<file path="src/aps_pkg.sv">
// package of constants and types for the amplifier protection supervisor
// assumes a 50 MHz pclk and comparator levels that are high while a fault
// is present
package aps_pkg;

	// ----------------------------------------------------------------
	// clock and timing
	// ----------------------------------------------------------------
	localparam int CLK_HZ         = 50_000_000;
	localparam int MS_HZ          = 1_000;
	localparam int MS_CYCLES      = CLK_HZ / MS_HZ;
	localparam int SWITCH_HZ      = 335_000;
	// switching period rounds down so that no cycle is ever missed
	localparam int SWITCH_CYCLES  = CLK_HZ / SWITCH_HZ;
	localparam int RESTART_MS     = 100;
	localparam int STATUS_MS      = 100;

	// ----------------------------------------------------------------
	// temperature thresholds in degrees celsius
	// ----------------------------------------------------------------
	localparam logic [7:0] T_WARN_SET   = 8'd139;
	localparam logic [7:0] T_WARN_CLR   = 8'd138;
	localparam logic [7:0] T_FOLD_ACT   = 8'd145;
	localparam logic [7:0] T_FOLD_HALF  = 8'd153;
	localparam logic [7:0] T_PROT_ACT   = 8'd154;
	localparam logic [2:0] FOLD_MAX_DB  = 3'd6;

	// ----------------------------------------------------------------
	// mode level thresholds in tenths of a volt
	// ----------------------------------------------------------------
	localparam logic [6:0] MODE_MUTE_ON  = 7'd22;
	localparam logic [6:0] MODE_MUTE_OFF = 7'd8;
	localparam logic [6:0] MODE_OPERATE  = 7'd42;
	localparam logic [6:0] MODE_FOLD_MAX = 7'd55;
	localparam logic [6:0] MODE_NO_FOLD  = 7'd66;

	// ----------------------------------------------------------------
	// register map
	// ----------------------------------------------------------------
	localparam logic [7:0] REG_CTRL   = 8'h00;
	localparam logic [7:0] REG_STATUS = 8'h04;
	localparam logic [7:0] REG_TEMP   = 8'h08;
	localparam int CTRL_HOLD_BIT      = 0;
	localparam logic [31:0] CTRL_RESET = 32'h0000_0000;

	// ----------------------------------------------------------------
	// types
	// ----------------------------------------------------------------
	typedef enum logic [1:0] {
		MODE_STANDBY,
		MODE_MUTE,
		MODE_OPERATE_FOLD,
		MODE_OPERATE_NOFOLD
	} aps_mode_t;

	typedef enum logic [2:0] {
		ST_STANDBY,
		ST_WINDOW,
		ST_MUTE,
		ST_OPERATE,
		ST_SHUTDOWN
	} aps_state_t;

endpackage

</file>
<file path="src/aps_timer.sv">
// tick counter used for the restart delay and the status pulse stretch
// assumes tick is a one-cycle enable on the same clock
`timescale 1ns/100ps
`default_nettype none

module aps_timer #(
	parameter int TICKS = 100
) (
	input  wire logic pclk,
	input  wire logic presetn,
	input  wire logic tick,
	input  wire logic restart,
	output logic      done
);

	localparam int W = $clog2(TICKS + 1);
	localparam logic [W-1:0] LAST = W'(TICKS);

	logic [W-1:0] count;

	// restart wins over counting, so a fault seen mid-count starts over
	always_ff @(posedge pclk or negedge presetn) begin
		if (!presetn) begin
			count <= '0;
		end else if (restart) begin
			count <= '0;
		end else if (tick && count != LAST) begin
			count <= count + W'(1);
		end
	end

	assign done = (count == LAST);

endmodule

`default_nettype wire

</file>
<file path="src/aps_supervisor.sv">
// fault supervisor and restart sequencer for a stereo class-d amplifier
// assumes fault comparators, temperature and supply codes arrive
// asynchronously as levels; the two diagnostic pins are open-drain
`timescale 1ns/100ps
`default_nettype none

module aps_supervisor #(
	parameter int MS_CYCLES     = aps_pkg::MS_CYCLES,
	parameter int SWITCH_CYCLES = aps_pkg::SWITCH_CYCLES
) (
	input  wire logic        pclk,
	input  wire logic        presetn,
	// apb slave
	input  wire logic        psel,
	input  wire logic        penable,
	input  wire logic        pwrite,
	input  wire logic [7:0]  paddr,
	input  wire logic [31:0] pwdata,
	output logic      [31:0] prdata,
	output logic             pready,
	output logic             pslverr,
	// analog comparator levels
	input  wire logic        output_short_supply,
	input  wire logic        undervoltage_fault,
	input  wire logic        overvoltage_fault,
	input  wire logic        clock_loss_fault,
	input  wire logic        overcurrent_fault,
	input  wire logic        current_limit_active,
	input  wire logic [7:0]  positive_analog_supply,
	input  wire logic [7:0]  negative_analog_supply,
	input  wire logic [7:0]  junction_temp,
	input  wire logic [6:0]  mode_level,
	// amplifier control
	output logic             power_stage_en,
	output logic             switching_en,
	output logic             mute_en,
	output logic      [2:0]  thermal_gain_foldback,
	// open-drain diagnostics, enable high pulls the pin low
	output logic             thermal_warning_out_o,
	output logic             thermal_warning_out_oe,
	output logic             protection_status_out_o,
	output logic             protection_status_out_oe
);

	// ----------------------------------------------------------------
	// input synchronisers
	// ----------------------------------------------------------------
	localparam int NB = 6;
	localparam int NW = 8 + 8 + 8 + 7;

	logic [NB-1:0] bit_meta;
	logic [NB-1:0] bit_sync;
	logic [NW-1:0] word_meta;
	logic [NW-1:0] word_sync;

	// multi-bit codes come from slow analog paths; a torn sample lasts
	// one cycle and only nudges a threshold compare
	always_ff @(posedge pclk or negedge presetn) begin
		if (!presetn) begin
			bit_meta  <= '0;
			bit_sync  <= '0;
			word_meta <= '0;
			word_sync <= '0;
		end else begin
			bit_meta  <= {output_short_supply, undervoltage_fault,
				overvoltage_fault, clock_loss_fault, overcurrent_fault,
				current_limit_active};
			bit_sync  <= bit_meta;
			word_meta <= {positive_analog_supply, negative_analog_supply,
				junction_temp, mode_level};
			word_sync <= word_meta;
		end
	end

	logic       short_s;
	logic       uv_s;
	logic       ov_s;
	logic       clk_loss_s;
	logic       oc_s;
	logic       limit_s;
	logic [7:0] vpos_s;
	logic [7:0] vneg_s;
	logic [7:0] temp_s;
	logic [6:0] mode_s;

	assign {short_s, uv_s, ov_s, clk_loss_s, oc_s, limit_s} = bit_sync;
	assign {vpos_s, vneg_s, temp_s, mode_s} = word_sync;

	// ----------------------------------------------------------------
	// rate dividers
	// ----------------------------------------------------------------
	logic [$clog2(MS_CYCLES)-1:0]     ms_cnt;
	logic [$clog2(SWITCH_CYCLES)-1:0] sw_cnt;
	logic                             ms_tick;
	logic                             sw_tick;

	// millisecond tick for the delays, switching tick for limit pulses
	always_ff @(posedge pclk or negedge presetn) begin
		if (!presetn) begin
			ms_cnt  <= '0;
			sw_cnt  <= '0;
			ms_tick <= 1'b0;
			sw_tick <= 1'b0;
		end else begin
			ms_tick <= (ms_cnt == $bits(ms_cnt)'(MS_CYCLES - 1));
			sw_tick <= (sw_cnt == $bits(sw_cnt)'(SWITCH_CYCLES - 1));
			if (ms_cnt == $bits(ms_cnt)'(MS_CYCLES - 1)) begin
				ms_cnt <= '0;
			end else begin
				ms_cnt <= ms_cnt + $bits(ms_cnt)'(1);
			end
			if (sw_cnt == $bits(sw_cnt)'(SWITCH_CYCLES - 1)) begin
				sw_cnt <= '0;
			end else begin
				sw_cnt <= sw_cnt + $bits(sw_cnt)'(1);
			end
		end
	end

	// ----------------------------------------------------------------
	// mode decode
	// ----------------------------------------------------------------
	aps_pkg::aps_mode_t mode;
	logic               fold_allowed;

	// standby/mute uses two thresholds; mute/operate are plain bands
	always_ff @(posedge pclk or negedge presetn) begin
		if (!presetn) begin
			mode         <= aps_pkg::MODE_STANDBY;
			fold_allowed <= 1'b1;
		end else begin
			fold_allowed <= (mode_s <= aps_pkg::MODE_FOLD_MAX);
			if (mode_s >= aps_pkg::MODE_NO_FOLD) begin
				mode <= aps_pkg::MODE_OPERATE_NOFOLD;
			end else if (mode_s >= aps_pkg::MODE_OPERATE) begin
				mode <= aps_pkg::MODE_OPERATE_FOLD;
			end else if (mode_s >= aps_pkg::MODE_MUTE_ON) begin
				mode <= aps_pkg::MODE_MUTE;
			end else if (mode_s < aps_pkg::MODE_MUTE_OFF) begin
				mode <= aps_pkg::MODE_STANDBY;
			end else if (mode != aps_pkg::MODE_STANDBY) begin
				mode <= aps_pkg::MODE_MUTE;
			end
		end
	end

	// ----------------------------------------------------------------
	// thermal warning and foldback
	// ----------------------------------------------------------------
	logic       warn;
	logic [7:0] fold_delta;
	assign fold_delta = temp_s - aps_pkg::T_FOLD_ACT;

	// warning works in every mode, foldback only when allowed
	always_ff @(posedge pclk or negedge presetn) begin
		if (!presetn) begin
			warn                  <= 1'b0;
			thermal_gain_foldback <= '0;
		end else begin
			if (temp_s >= aps_pkg::T_WARN_SET) begin
				warn <= 1'b1;
			end else if (temp_s < aps_pkg::T_WARN_CLR) begin
				warn <= 1'b0;
			end
			if (!fold_allowed || temp_s <= aps_pkg::T_FOLD_ACT) begin
				thermal_gain_foldback <= '0;
			end else if (temp_s >= aps_pkg::T_FOLD_HALF) begin
				thermal_gain_foldback <= aps_pkg::FOLD_MAX_DB;
			end else begin
				// three quarters of a dB per degree: 6 dB over 8 degrees
				thermal_gain_foldback <= 3'((fold_delta * 8'd3) >> 2);
			end
		end
	end

	// ----------------------------------------------------------------
	// shutdown fault levels
	// ----------------------------------------------------------------
	logic [8:0] vpos_x2;
	logic [8:0] vneg_x2;
	logic       unbalance;
	logic       overtemp;
	logic       level_fault;
	assign vpos_x2 = {vpos_s, 1'b0};
	assign vneg_x2 = {vneg_s, 1'b0};
	// magnitudes, so a ratio above two either way trips
	assign unbalance = ({1'b0, vpos_s} > vneg_x2) ||
		({1'b0, vneg_s} > vpos_x2);
	assign overtemp = (temp_s >= aps_pkg::T_PROT_ACT);
	// foldback and warning are deliberately absent here
	assign level_fault = overtemp | uv_s | ov_s | unbalance |
		clk_loss_s;

	// ----------------------------------------------------------------
	// apb control register
	// ----------------------------------------------------------------
	logic [31:0] ctrl;
	logic        bus_write;
	assign bus_write = psel && penable && pwrite && pready;

	// hold bit keeps the amplifier in standby under software control
	always_ff @(posedge pclk or negedge presetn) begin
		if (!presetn) begin
			ctrl <= aps_pkg::CTRL_RESET;
		end else if (bus_write && paddr == aps_pkg::REG_CTRL) begin
			ctrl <= {31'h0000_0000, pwdata[aps_pkg::CTRL_HOLD_BIT]};
		end
	end

	// ----------------------------------------------------------------
	// sequencer
	// ----------------------------------------------------------------
	aps_pkg::aps_state_t state;
	logic                restart_done;
	logic                stretch_done;
	logic                stretch_start;
	logic                want_on;

	assign want_on = (mode != aps_pkg::MODE_STANDBY) &&
		!ctrl[aps_pkg::CTRL_HOLD_BIT];

	// the delay counter is held at zero while any level fault remains,
	// so the 100 ms runs from the last level fault to clear, or from shutdown entry after an overcurrent
	aps_timer #(
		.TICKS(aps_pkg::RESTART_MS)
	) u_restart (
		.pclk    (pclk),
		.presetn (presetn),
		.tick    (ms_tick),
		.restart (state != aps_pkg::ST_SHUTDOWN || level_fault),
		.done    (restart_done)
	);

	assign stretch_start = (state != aps_pkg::ST_SHUTDOWN &&
		state != aps_pkg::ST_WINDOW) && (level_fault || oc_s ||
		(state == aps_pkg::ST_STANDBY && want_on));

	// status pulse stretch, started on start-up and on any shutdown not entered from the short check
	aps_timer #(
		.TICKS(aps_pkg::STATUS_MS)
	) u_stretch (
		.pclk    (pclk),
		.presetn (presetn),
		.tick    (ms_tick),
		.restart (stretch_start),
		.done    (stretch_done)
	);

	// faults win over everything; overcurrent only arrives here once
	// the external low-impedance path has discharged its capacitor
	always_ff @(posedge pclk or negedge presetn) begin
		if (!presetn) begin
			state <= aps_pkg::ST_STANDBY;
		end else if (level_fault || (oc_s &&
			power_stage_en)) begin
			state <= aps_pkg::ST_SHUTDOWN;
		end else begin
			case (state)
			aps_pkg::ST_STANDBY: begin
				if (want_on) begin
					state <= aps_pkg::ST_WINDOW;
				end
			end
			aps_pkg::ST_WINDOW: begin
				if (!want_on) begin
					state <= aps_pkg::ST_STANDBY;
				end else if (!short_s) begin
					state <= aps_pkg::ST_MUTE;
				end
			end
			aps_pkg::ST_MUTE: begin
				if (!want_on) begin
					state <= aps_pkg::ST_STANDBY;
				end else if (mode == aps_pkg::MODE_OPERATE_FOLD ||
					mode == aps_pkg::MODE_OPERATE_NOFOLD) begin
					state <= aps_pkg::ST_OPERATE;
				end
			end
			aps_pkg::ST_OPERATE: begin
				if (!want_on) begin
					state <= aps_pkg::ST_STANDBY;
				end else if (mode == aps_pkg::MODE_MUTE) begin
					state <= aps_pkg::ST_MUTE;
				end
			end
			aps_pkg::ST_SHUTDOWN: begin
				// every restart passes the short check again
				if (restart_done) begin
					state <= aps_pkg::ST_WINDOW;
				end
			end
			default: begin
				state <= aps_pkg::ST_STANDBY;
			end
			endcase
		end
	end

	// ----------------------------------------------------------------
	// amplifier control and diagnostic pins
	// ----------------------------------------------------------------
	// power stages stay off in standby, shutdown and the short check
	always_ff @(posedge pclk or negedge presetn) begin
		if (!presetn) begin
			power_stage_en           <= 1'b0;
			switching_en             <= 1'b0;
			mute_en                  <= 1'b1;
			thermal_warning_out_o    <= 1'b0;
			thermal_warning_out_oe   <= 1'b0;
			protection_status_out_o  <= 1'b0;
			protection_status_out_oe <= 1'b0;
		end else begin
			power_stage_en <= (state == aps_pkg::ST_MUTE ||
				state == aps_pkg::ST_OPERATE);
			switching_en   <= (state == aps_pkg::ST_MUTE ||
				state == aps_pkg::ST_OPERATE);
			mute_en        <= (state != aps_pkg::ST_OPERATE);
			thermal_warning_out_o  <= 1'b0;
			thermal_warning_out_oe <= warn;
			protection_status_out_o <= 1'b0;
			// steady during shutdown and short check, stretched after a start-up,
			// one pulse per switching period while only limiting
			protection_status_out_oe <= (state == aps_pkg::ST_SHUTDOWN) ||
				(state == aps_pkg::ST_WINDOW) ||
				!stretch_done ||
				(limit_s && sw_tick && switching_en);
		end
	end

	// ----------------------------------------------------------------
	// apb read path, one wait state
	// ----------------------------------------------------------------
	always_ff @(posedge pclk or negedge presetn) begin
		if (!presetn) begin
			pready  <= 1'b0;
			pslverr <= 1'b0;
			prdata  <= 32'h0000_0000;
		end else if (psel && penable && !pready) begin
			pready  <= 1'b1;
			pslverr <= 1'b0;
			prdata  <= 32'h0000_0000;
			case (paddr)
			aps_pkg::REG_CTRL: begin
				prdata <= pwrite ? 32'h0000_0000 : ctrl;
			end
			aps_pkg::REG_STATUS: begin
				prdata <= pwrite ? 32'h0000_0000 : {16'h0000,
					short_s, oc_s, clk_loss_s, unbalance, ov_s, uv_s,
					overtemp, warn, 3'h0, 2'(mode), 3'(state)};
			end
			aps_pkg::REG_TEMP: begin
				prdata <= pwrite ? 32'h0000_0000 : {21'h000000,
					thermal_gain_foldback, temp_s};
			end
			default: begin
				pslverr <= 1'b1;
			end
			endcase
		end else begin
			pready  <= 1'b0;
			pslverr <= 1'b0;
		end
	end

endmodule

`default_nettype wire

</file>
<file path="config.mk">
export PLATFORM = sky130hd
export DESIGN_NAME = aps_supervisor
export DESIGN_NICKNAME = d
export VERILOG_FILES = /design/src/aps_pkg.sv /design/src/aps_timer.sv /design/src/aps_supervisor.sv
export SDC_FILE = /design/constraint.sdc
export NUM_CORES = 1
export LEC_CHECK = 0
export BUFFER_PORTS_ARGS = -buffer_cell sky130_fd_sc_hd__clkbuf_2
export CAP_MARGIN = 20
export CORE_MARGIN = 2
export CORE_UTILIZATION = 25
export DETAILED_ROUTE_END_ITERATION = 7
export PLACE_DENSITY = 0.47
export SLEW_MARGIN = 20
export SYNTH_ARGS = -nofsm -noshare
export SYNTH_HDL_FRONTEND = slang
export SYNTH_SLANG_ARGS = --single-unit
</file>
<file path="constraint.sdc">
create_clock -name pclk -period 6.1 [get_ports pclk]
set_input_delay 0.915 -clock pclk [delete_from_list [all_inputs] [get_ports pclk]]
set_output_delay 0.915 -clock pclk [all_outputs]
set_load 0.01 [all_outputs]
</file>
==> reports/summary.txt <==
status: completed
Clock Skews: 0.00890 ns
FFs w/ async S/R, synth: 100%
DRC violations left: 0
Final Hold Vio Count: 0
std cell rows: 57
top_reg_cell synth: dfrtp_1
Mean Syn Cell Area: 12.1 sq um
final wirelength: 12.0 mm
starting density of the core: 25.2%
crit path max fanout: 18
CTS resizes: 0
Post-synth EDFFs: 0
final setup violation count: 0
CP arrival: 2.56 ns
Core ar.: 24100 sq um
first-pass GRT wire length: 20.4 mm
hold_buf cts: 0
share of layout cells above drive strength 1: 21.3%
Synth Cell Area: 6070 sq um
Max clock buf depth: 2
Routability Congestion: 0.763
insertion delay to the later sink of the worst-skew pair: 0.42 ns
worst relative slew slack: 41.1%
CTS sink cnt: 145
CTS tree: done
Final period util: 37.7%
CTS H-tree lvls: 4
wire per inst: 13.1 microns
post-route ant nets: 0
register area share after synthesis: 59.8%
Max Cap Viol: 0
element type at the critical path start: flip-flop
num ports: 126
RSZ-0062 raised after global routing: no
vias in the first global route: 3912
Crit path required time: 6.36 ns
gr usage total: 10.0%
CP max-delay cell: o32ai_4
CP Cell Sequence: inv_1 -> ha_1 -> nand3_1 -> a211oi_1 -> a2111oi_2 -> o32ai_4 -> a21oi_1
die width: 160 microns
Final min period: 2.30 ns
IO Port Bufs: 75
# nets final: 691
# diodes: 0
area delta synth->final: 21.1%
maximum clock rate: 434 MHz
Mapped Cells: 502
fin. max-slew vios: 0
Synth cell types: 63
drt initial violations: 148
Placed Area: 6720 sq um
WS Path Type: flip-flop to flip-flop
Slew @ Worst Pin: 0.884 ns
CTS Root Cell: clkbuf_16
Yosys top cell area share: 59.0%
Finished Cell Area: 7350 sq um
DR vias/cell: 4.25
Peak VDD IR: 0.147 mV
CP endpoint kind: flip-flop
number of synthesized register bits: 145
initial antenna violation count: 0
Die H: 160 microns
YS warnings: 0
Synth area leader: dfrtp_1
Pre-antenna DRT Iters: 4
max incr delay on CP: 0.78 ns
DIE AREA: 25500 sq um
leakage power: 3.35 nW
Area contributors post-synth: dfrtp_1 59%, ha_1 5.4%, xnor2_1 2.5%
CTS buffer count: 17
largest net degree at the start of global routing: 95
post-route setup TNS: 0 ns
P per Cell Area: 302 nW/um^2
global route total overflow: 0
Post-CTS Setup Bufs: 0
Vias: 3910
Clock Pin Slew Worst Setup and Hold Paths: 0.06 ns
DP Wirelength: 8.58 mm
Hold WC Path Type: flip-flop to flip-flop
==> logic make-up (layout without fill, tap and decap cells) <==
group / after synthesis / after routing / share of synthesized area, %
flip-flops: 145 / 145 / 59.8
other: 1 / 18 / 0.0618
XOR/XNOR: 30 / 30 / 4.33
buffers and inverters: 62 / 138 / 5.20
adder cells (fa/ha/maj): 27 / 27 / 5.69
multiplexers: 3 / 3 / 0.515
AND/OR/NAND/NOR: 150 / 150 / 13.8
AO/OA/AOI/OAI: 84 / 84 / 10.6
==> registers in the layout, indices dropped and copies added (netlist names), 2 cells and up <==
register,count
bit_meta,6
bit_sync,6
mode,2
ms_cnt,16
prdata,16
state,3
sw_cnt,8
thermal_gain_foldback,3
u_restart.count,7
u_stretch.count,7
word_meta,30
word_sync,30
==> cell usage in the layout, fill, tap and decap left out, drive strengths merged, types with 8 or more instances in the layout <==
cell,instances
xor2,13
nor4,12
nor2b,10
a22o,8
nand4,11
dfrtp,143
nand2,35
ha,26
inv,35
clkbuf,93
nor2,27
a21oi,18
o21ai,21
nand3,14
xnor2,17
conb,18
==> path summary, 6_finish.rpt <==
kind                       cells past startpoint                 end     startpoint  slack [ns]
min                                            0       word_sync[17]  word_meta[17]        0.34
max                                            7  u_stretch.count[4]  word_sync[21]        3.80
min reg2reg                                    0       word_sync[17]  word_meta[17]        0.34
max in group asynchronous                      2        word_sync[1]        presetn        4.37
min in group asynchronous                      1         bit_sync[2]        presetn        0.55
max reg2reg                                    7  u_stretch.count[4]  word_sync[21]        3.80
==> cell type report <==
type,count,area [sq um]
fillers,2479,16800
flip-flops and latches,145,3630
multi-input cells,312,2190
clock buffers,19,453
well taps,324,405
repair buffers,76,389
clock inverters,13,173
inverters,30,113
==> Yosys cell counts (all sizes together), types with 2 or more instances <==
| cell type | count |
|---|---|
| dfrtp | 143 |
| nor2b | 10 |
| nor3 | 5 |
| nor3b | 4 |
| nor4b | 4 |
| or2 | 4 |
| xor2 | 13 |
| o311ai | 2 |
| a2111o | 2 |
| a21o | 5 |
| nand2b | 5 |
| a211oi | 2 |
| buf | 24 |
| and4b | 3 |
| xnor2 | 17 |
| o41ai | 2 |
| nand2 | 35 |
| or3 | 7 |
| ha | 26 |
| o21ai | 21 |
| nor4 | 12 |
| nor2 | 27 |
| a22oi | 7 |
| nand3 | 14 |
| or4 | 2 |
| a2111oi | 4 |
| o211ai | 3 |
| inv | 30 |
| mux2i | 2 |
| a21oi | 18 |
| clkbuf | 8 |
| a22o | 8 |
| dfstp | 2 |
| and2 | 2 |
| nand4 | 11 |
==> critical path, delay by kind of cell (launching register included) <==
kind	cells	cell delay (ns)
compound gates	4	1.30
flops	1	0.36
fa+ha+maj	1	0.30
simple gates	1	0.13
buf+inv	1	0.05
==> metrics by stage <==
step / total power, mW / setup WS [ns] / hold WS, ns / std cells / util (%)
floorplan: 1.10 / 3.98 / 0.331 / 519 / -
global placement: 1.14 / 3.58 / 0.336 / 887 / 27.9
detailed placement: 1.15 / 3.55 / 0.335 / 887 / 27.9
CTS: 2.26 / 3.74 / 0.345 / 919 / 30.5
global route: 2.32 / 3.57 / 0.348 / 919 / 30.5
finish: 2.22 / 3.80 / 0.342 / 919 / 30.5
==> power breakdown <==
part	total (mW)	switching, mW	internal [mW]
logic	0.118	0.0728	0.0448
registers	1.01	0.0190	0.991
clock network	1.09	0.420	0.673
==> routing by layer <==
metal  share of wire, %  up-vias  track usage (%)
li1                   -     1879                -
met1                 46     1920             13.2
met2                 48      101             15.7
met3                4.9       10             2.99
met4                1.1        0             3.44
met5                  0        -                0
Note: power is estimated with default switching activity, not from simulation.
